--- src/motor_line_defs.svh ---
// Register indices, address width, field positions and reset values of the motor and line-skip block.
`ifndef MOTOR_LINE_DEFS_SVH
`define MOTOR_LINE_DEFS_SVH

// Printed offsets are register indices; the byte address is four times the index.
`define KEEP_IDX        8'h43
`define GROUP_IDX       8'h44
`define DRIVE_IDX       8'h45
`define STATUS_IDX      8'h60
`define ADDR_W          12
`define IDX_LSB         2

`define KEEP_RST        8'h00
`define GROUP_RST       8'h00
`define DRIVE_RST       4'h0
`define DRIVE_W         4

`define KEEP_FULL       9'h100
`define STAT_MISMATCH   0
`define STAT_IDX_LSB    8
`define STAT_IDX_MSB    15

`endif

--- src/motor_line_pkg.sv ---
// Types shared by the motor and line-skip configuration block.
`default_nettype none
`include "motor_line_defs.svh"

package motor_line_pkg;

  // Drive configuration word, low bit first: step mode, sensing phases, phase A and B polarity.
  typedef struct packed {
    logic pol_b;
    logic pol_a;
    logic sense_two;
    logic micro;
  } motor_cfg_s;

  typedef enum logic [1:0] {
    ST_IDLE = 2'b01,
    ST_ACK  = 2'b10
  } apb_st_e;

  // Lines kept per group from the encoded field.
  function automatic logic [8:0] keep_n(input logic [7:0] t);
    keep_n = 9'(`KEEP_FULL - {1'b0, t});
  endfunction : keep_n

  function automatic logic skip_bypass(input logic [7:0] t, input logic [7:0] m);
    skip_bypass = (t == 8'h00) || (m == 8'h00);
  endfunction : skip_bypass

endpackage : motor_line_pkg
`default_nettype wire

--- src/line_skip_counter.sv ---
// Line counter within an n-out-of-m group and the keep decision for each scanned line.
`timescale 1ns/1ps
`default_nettype none
`include "motor_line_defs.svh"

module line_skip_counter (
  input  wire logic       pclk,
  input  wire logic       presetn,
  input  wire logic       ce,
  input  wire logic       scan_start,
  input  wire logic       line_done,
  input  wire logic [7:0] keep_t,
  input  wire logic [7:0] group_m,
  output logic            line_keep,
  output logic [7:0]      group_idx
);

  logic       keep_r;
  logic       keep_nxt;
  logic [7:0] idx_r;
  logic [7:0] idx_nxt;
  logic [7:0] cur;
  logic [7:0] inc;

  always_comb begin
    // A line that ends together with a scan start counts as the first line of the new scan.
    cur      = scan_start ? 8'h00 : idx_r;
    inc      = 8'(cur + 8'h01);
    keep_nxt = 1'b0;
    idx_nxt  = cur;
    if (line_done) begin
      // RULE_03 bypass keeps all
      if (motor_line_pkg::skip_bypass(keep_t, group_m)) begin
        keep_nxt = 1'b1;
      end else begin
        // RULE_01 RULE_02 keep first n
        keep_nxt = ({1'b0, cur} < motor_line_pkg::keep_n(keep_t));
      end
      // RULE_08 wrap after m
      idx_nxt = (inc == group_m) ? 8'h00 : inc;
    end
  end

  always_ff @(posedge pclk or negedge presetn) begin
    if (!presetn) begin
      keep_r <= 1'b0;
      idx_r  <= 8'h00;
    end else if (ce) begin
      keep_r <= keep_nxt;
      idx_r  <= idx_nxt;
    end
  end

  assign line_keep = keep_r;
  assign group_idx = idx_r;

endmodule : line_skip_counter
`default_nettype wire

--- src/stepper_motor_line_skip_config.sv ---
// Stepper motor drive and line-skip configuration registers with an APB slave.
//
// Notes on behaviour
// RULE_01 - Keep only n of every m lines.
// RULE_02 - Kept count n equals 256 minus t.
// RULE_03 - Zero t or zero m keeps all.
// RULE_04 - Software matches sensing phases to step mode.
// RULE_05 - One sensing phase forbids microstepping.
// RULE_06 - Phase A polarity bit inverts winding outputs.
// RULE_07 - Phase B polarity bit inverts winding outputs.
// RULE_08 - Group counter restarts per scan and m.
`timescale 1ns/1ps
`default_nettype none
`include "motor_line_defs.svh"

module stepper_motor_line_skip_config (
  input  wire logic        pclk,
  input  wire logic        presetn,
  input  wire logic        ce,
  input  wire logic        psel,
  input  wire logic        penable,
  input  wire logic        pwrite,
  input  wire logic [11:0] paddr,
  input  wire logic [31:0] pwdata,
  output logic [31:0]      prdata,
  output logic             pready,
  output logic             pslverr,
  input  wire logic        scan_start,
  input  wire logic        line_done,
  input  wire logic [1:0]  energize_a,
  input  wire logic [1:0]  energize_b,
  output logic             line_keep,
  output logic [1:0]       wind_a,
  output logic [1:0]       wind_b,
  output logic             micro_en,
  output logic             kick_stop_only
);

  motor_line_pkg::apb_st_e    st_r;
  motor_line_pkg::apb_st_e    st_nxt;
  motor_line_pkg::motor_cfg_s cfg_r;
  motor_line_pkg::motor_cfg_s cfg_nxt;
  logic [7:0]                 keep_t_r;
  logic [7:0]                 keep_t_nxt;
  logic [7:0]                 group_m_r;
  logic [7:0]                 group_m_nxt;
  logic [31:0]                prdata_r;
  logic [31:0]                prdata_nxt;
  logic                       pready_r;
  logic                       pready_nxt;
  logic                       pslverr_r;
  logic                       pslverr_nxt;
  logic [1:0]                 wind_a_r;
  logic [1:0]                 wind_a_nxt;
  logic [1:0]                 wind_b_r;
  logic [1:0]                 wind_b_nxt;
  logic                       micro_en_r;
  logic                       micro_en_nxt;
  logic                       kick_r;
  logic                       kick_nxt;
  logic [7:0]                 group_idx;
  logic                       mismatch;
  logic [31:0]                rd_val;
  logic                       rd_hit;

  function automatic logic [`ADDR_W-`IDX_LSB-1:0] reg_index(input logic [11:0] a);
    reg_index = a[`ADDR_W-1:`IDX_LSB];
  endfunction : reg_index

  // The upper index bits must be zero too, or unmapped addresses would alias onto the registers.
  function automatic logic is_reg(input logic [11:0] a, input logic [7:0] idx);
    is_reg = (reg_index(a) == {2'b00, idx}) && (a[`IDX_LSB-1:0] == 2'b00);
  endfunction : is_reg

  line_skip_counter u_count (
    .pclk       (pclk),
    .presetn    (presetn),
    .ce         (ce),
    .scan_start (scan_start),
    .line_done  (line_done),
    .keep_t     (keep_t_r),
    .group_m    (group_m_r),
    .line_keep  (line_keep),
    .group_idx  (group_idx)
  );

  // RULE_04 sensing-phase mismatch flag
  assign mismatch = (cfg_r.micro != cfg_r.sense_two);

  always_comb begin
    rd_hit = 1'b1;
    rd_val = 32'h0000_0000;
    if (is_reg(paddr, `KEEP_IDX)) begin
      rd_val[7:0] = keep_t_r;
    end else if (is_reg(paddr, `GROUP_IDX)) begin
      rd_val[7:0] = group_m_r;
    end else if (is_reg(paddr, `DRIVE_IDX)) begin
      rd_val[`DRIVE_W-1:0] = cfg_r;
    end else if (is_reg(paddr, `STATUS_IDX)) begin
      rd_val[`STAT_MISMATCH]               = mismatch;
      rd_val[`STAT_IDX_MSB:`STAT_IDX_LSB]  = group_idx;
    end else begin
      rd_hit = 1'b0;
    end
  end

  // Every access holds one wait cycle, so read data and the error come from flops.
  always_comb begin
    st_nxt      = st_r;
    pready_nxt  = 1'b0;
    pslverr_nxt = 1'b0;
    prdata_nxt  = prdata_r;
    keep_t_nxt  = keep_t_r;
    group_m_nxt = group_m_r;
    cfg_nxt     = cfg_r;
    case (st_r)
      motor_line_pkg::ST_IDLE: begin
        if (psel && penable) begin
          st_nxt      = motor_line_pkg::ST_ACK;
          pready_nxt  = 1'b1;
          pslverr_nxt = !rd_hit || (pwrite && is_reg(paddr, `STATUS_IDX));
          prdata_nxt  = pwrite ? 32'h0000_0000 : rd_val;
        end
      end
      motor_line_pkg::ST_ACK: begin
        st_nxt = motor_line_pkg::ST_IDLE;
        if (psel && penable && pwrite) begin
          if (is_reg(paddr, `KEEP_IDX)) begin
            keep_t_nxt = pwdata[7:0];
          end
          if (is_reg(paddr, `GROUP_IDX)) begin
            group_m_nxt = pwdata[7:0];
          end
          if (is_reg(paddr, `DRIVE_IDX)) begin
            cfg_nxt = pwdata[`DRIVE_W-1:0];
          end
        end
      end
      default: begin
        st_nxt = motor_line_pkg::ST_IDLE;
      end
    endcase
  end

  always_comb begin
    // RULE_06 phase A polarity
    wind_a_nxt   = energize_a ^ {2{cfg_r.pol_a}};
    // RULE_07 phase B polarity
    wind_b_nxt   = energize_b ^ {2{cfg_r.pol_b}};
    // RULE_05 microstep needs two phases
    micro_en_nxt = cfg_r.micro && cfg_r.sense_two;
    kick_nxt     = !cfg_r.sense_two;
  end

  always_ff @(posedge pclk or negedge presetn) begin
    if (!presetn) begin
      st_r       <= motor_line_pkg::ST_IDLE;
      pready_r   <= 1'b0;
      pslverr_r  <= 1'b0;
      prdata_r   <= 32'h0000_0000;
      keep_t_r   <= `KEEP_RST;
      group_m_r  <= `GROUP_RST;
      cfg_r      <= `DRIVE_RST;
      wind_a_r   <= 2'b00;
      wind_b_r   <= 2'b00;
      micro_en_r <= 1'b0;
      kick_r     <= 1'b0;
    end else if (ce) begin
      st_r       <= st_nxt;
      pready_r   <= pready_nxt;
      pslverr_r  <= pslverr_nxt;
      prdata_r   <= prdata_nxt;
      keep_t_r   <= keep_t_nxt;
      group_m_r  <= group_m_nxt;
      cfg_r      <= cfg_nxt;
      wind_a_r   <= wind_a_nxt;
      wind_b_r   <= wind_b_nxt;
      micro_en_r <= micro_en_nxt;
      kick_r     <= kick_nxt;
    end
  end

  assign prdata         = prdata_r;
  assign pready         = pready_r;
  assign pslverr        = pslverr_r;
  assign wind_a         = wind_a_r;
  assign wind_b         = wind_b_r;
  assign micro_en       = micro_en_r;
  assign kick_stop_only = kick_r;
endmodule : stepper_motor_line_skip_config
`default_nettype wire

--- config.mk ---
export PLATFORM = sky130hd
export DESIGN_NAME = stepper_motor_line_skip_config
export DESIGN_NICKNAME = d
export VERILOG_FILES = /design/src/motor_line_pkg.sv /design/src/line_skip_counter.sv /design/src/stepper_motor_line_skip_config.sv
export VERILOG_INCLUDE_DIRS = /design/src /design/src/src
export SDC_FILE = /design/constraint.sdc
export NUM_CORES = 1
export LEC_CHECK = 0
export ABC_CLOCK_PERIOD_IN_PS = 9050
export BUFFER_PORTS_ARGS = -buffer_cell sky130_fd_sc_hd__buf_2
export CORE_MARGIN = 3
export CORE_UTILIZATION = 35
export CTS_CLUSTER_DIAMETER = 100
export DETAILED_ROUTE_END_ITERATION = 10
export GPL_TIMING_DRIVEN = 0
export REMOVE_ABC_BUFFERS = 1
export SLEW_MARGIN = 10
export SYNTH_ARGS = -nofsm -noshare
export SYNTH_HDL_FRONTEND = slang
export SYNTH_SLANG_ARGS = --single-unit
--- constraint.sdc ---
create_clock -name pclk -period 9.05 [get_ports pclk]
set_clock_uncertainty 0.2 [all_clocks]
set_input_delay 1.3575 -clock pclk [delete_from_list [all_inputs] [get_ports pclk]]
set_output_delay 1.3575 -clock pclk [all_outputs]
set_load 0.1 [all_outputs]
==> results.md <==
* Post-Place Worst Slack at 4.54 ns
* Global-route wire length before repair at around 12 mm
* Avg Cell Area, Syn at about 10 sq um
* Cell row count at 33
* Register bit count reported by yosys at 55
* Setup TNS at 0 ns
* Placer Congestion at 0.820
* Filler Cells Inserted at 825
* Avg Vias per Cell at between 5 and 6
* Hold slack at 0.290 ns
* Hold Path Sink: prdata[6]
* Crit start category: input pin
* Outcome: completed
* Slew HR at 25.4%
* Drt initial violations at 32
* Largest net degree at the start of global routing at 56
* Tot GR Track Use at 14.1%
* Main synth FF type: dfrtp_1
* Final setup vio count at 0
* Full die area at 0.0101 sq mm
* Achievable Freq at 0.239 GHz
* Vias in the first global route at 2,341
* Area occupied by multi-input gates at 0.00159 sq mm
* R2R Path Start: u_count.group_idx[1]
* Drt first pass iters at 4
* Unrepaired setup endpoints after global routing: false
* DR WL/cell at 14.9 um
* Slew Limit Fails at 0
* Max Cap Violations at 0
* Resized cells post-CTS at 0
* CTS sink cnt at 55
* Seq/Total Area, Yosys at 44.0%
* Hold path startpoint: prdata[6]
* IO Port Bufs at 56
* Share of cells above drive strength 1 at 28.0%
* Reg2Reg Depth at 10
* CP Max Fanout at 20
* Register area at 0.00138 sq mm
* CTS clk-pin slew, worst paths at ~0.10 ns
* Initial antenna violation count at 0
* Mapped cell area at 0.00313 sq mm
* Crit share post-route at 46.2%
* Hpwl dp at 5.22 mm
* Inserted Clock Buffers at 5
* Minimum clock period at 4.18 ns
* Worst reg-to-reg setup slack at 5.71 ns
* DR DRC count at 0
* Clk buf depth at 2
* WL final at 6.82 mm
* # hold bufs at CTS at 0
* Fin nets at 420
* Die width at about 100 um
* Pwr per Cell Area at 145 mW/mm^2
* Number of antenna diodes at 0
* CTS root buffer: clkbuf_8
* Crit Path Category: in2reg
* Via count at 2,332
* Reg-to-reg endpoint: u_count.group_idx[2]
* Worst Tran Pin Value at 1.11 ns
* Layout area overhead at 12.5%
* Crit path arrival time at between 4 and 5 ns
* Chip height at 101 um
* Total power at 0.512 mW
* Starting density of the core at a little under two fifths
* CTS tree: done
* Syn. warnings at 0
* CP endpoint kind: flip-flop
* H-tree depth at 2
* Max VDD drop at roughly 0.000080 V
* Top Ports at 97
* Post-route ant nets at 0
* Worst-Skew Late Latency at about 0.31 ns
* Post-CTS Setup Bufs at 0
* Core ar. at 0.00846 sq mm
* Asr flop ratio synth at 100%
* Final setup margin at 4.87 ns
* CP required at 9.06 ns
* Mapped Cells at 300
* Pleak at 1.71 nW
* EDFF count, synth at 0
* Synth cell types at 56
* Hold Path Depth at 2
* HP Class: reg2reg
* Total congestion overflow at 0
* Final Hold Viols at 0
[critical path, stage by stage]
cell	delay (ns)
buf_2	0.23
nor2b_1	0.23
ha_1	0.26
and3_1	0.26
nand3_1	0.17
xnor2_1	0.17
or4_1	0.46
or3_1	0.45
nand2_1	0.23
o221ai_2	0.12
a22o_1	0.25
[synthesized netlist by cell type, types with 3 or more instances]
cell       n  area [sq um]
dfrtp_1   54          1350
mux2_2    21           236
nand2_1   21          78.8
o21ai_0   21           105
buf_4     18           135
a22o_1    16           140
nor2_1    14          52.6
inv_1     12          45.0
a21oi_1   10          50.1
ha_1      10           125
xnor2_1   10          87.6
xor2_1    10          87.6
nor4_1     6          37.5
clkbuf_1   5          18.8
nand2b_1   5          31.3
a22oi_1    4          30.0
nand3_1    4          20.0
nor2b_1    4          25.0
nor4b_1    4          35.0
a21boi_0   3          22.5
nand3b_1   3          22.5
nor3_1     3          15.0
[registers in the layout, summed over array words and instances (netlist names)]
name / flops
cfg_r: 4
group_m_r: 8
keep_t_r: 8
kick_stop_only: 1
micro_en: 1
prdata: 16
pready: 1
pslverr: 1
st_r: 2
u_count.group_idx: 8
u_count.line_keep: 1
wind_a: 2
wind_b: 2
[placed cells by master, fill, tap and decap left out, types with 12 or more instances in the layout]
cell type,count
o21ai_0,21
buf_2,55
a22o_1,16
mux2_2,21
dfrtp_1,54
nor2_1,14
inv_1,12
nand2_1,21
conb_1,16
[through the flow]
stage / cells / util (%) / instance area, sq um
after floorplan: 290 / - / 3010
after global placement: 451 / 40.5 / 3430
after detailed placement: 452 / 40.7 / 3440
after CTS: 459 / 41.6 / 3520
after global routing: 459 / 41.6 / 3520
final: 459 / 41.6 / 3520
[layout make-up]
type | count | share of cell area, %
Clock inverter | 2 | 0.390
Multi-Input combinational cell | 222 | 45.2
Tap cell | 105 | 3.73
Inverter | 13 | 1.38
Sequential cell | 55 | 39.1
Clock buffer | 5 | 1.95
Timing Repair Buffer | 57 | 8.24
[power breakdown]
part | leakage [nW] | internal (mW) | switching, mW
clock | 0.0440 | 0.0531 | 0.0793
combinational | 0.928 | 0.0283 | 0.0869
sequential | 0.742 | 0.254 | 0.0106
[how the worst max path moves through the flow]
stage                     slack, ns  startpoint                   end
after floorplan                5.19  scan_start  u_count.group_idx[2]
after global placement         4.47          ce            prdata[15]
after detailed placement       4.54  scan_start  u_count.group_idx[2]
after CTS                      4.88  scan_start  u_count.group_idx[2]
after global routing           4.69  scan_start  u_count.group_idx[2]
final                          4.87  scan_start  u_count.group_idx[2]
[routing by layer]
metal	global-route usage [%]	vias up	share of wire (%)
met3	2.63	8	3.9
met4	3.52	0	0.94
li1	-	1159	-
met1	19.5	1116	47
met2	22.7	49	48
met5	0	-	0
[logic make-up after synthesis]
family | after synthesis | share of synthesized area [%]
XOR/XNOR | 21 | 6.11
adder cells (fa/ha/maj) | 10 | 3.99
AND/OR/NAND/NOR | 81 | 14.7
AO/OA/AOI/OAI | 71 | 15.7
multiplexers | 23 | 8.18
flip-flops | 55 | 44.0
other | 1 | 0.120
buffers and inverters | 38 | 7.19
No activity file was read; power rests on OpenSTA's default activity.
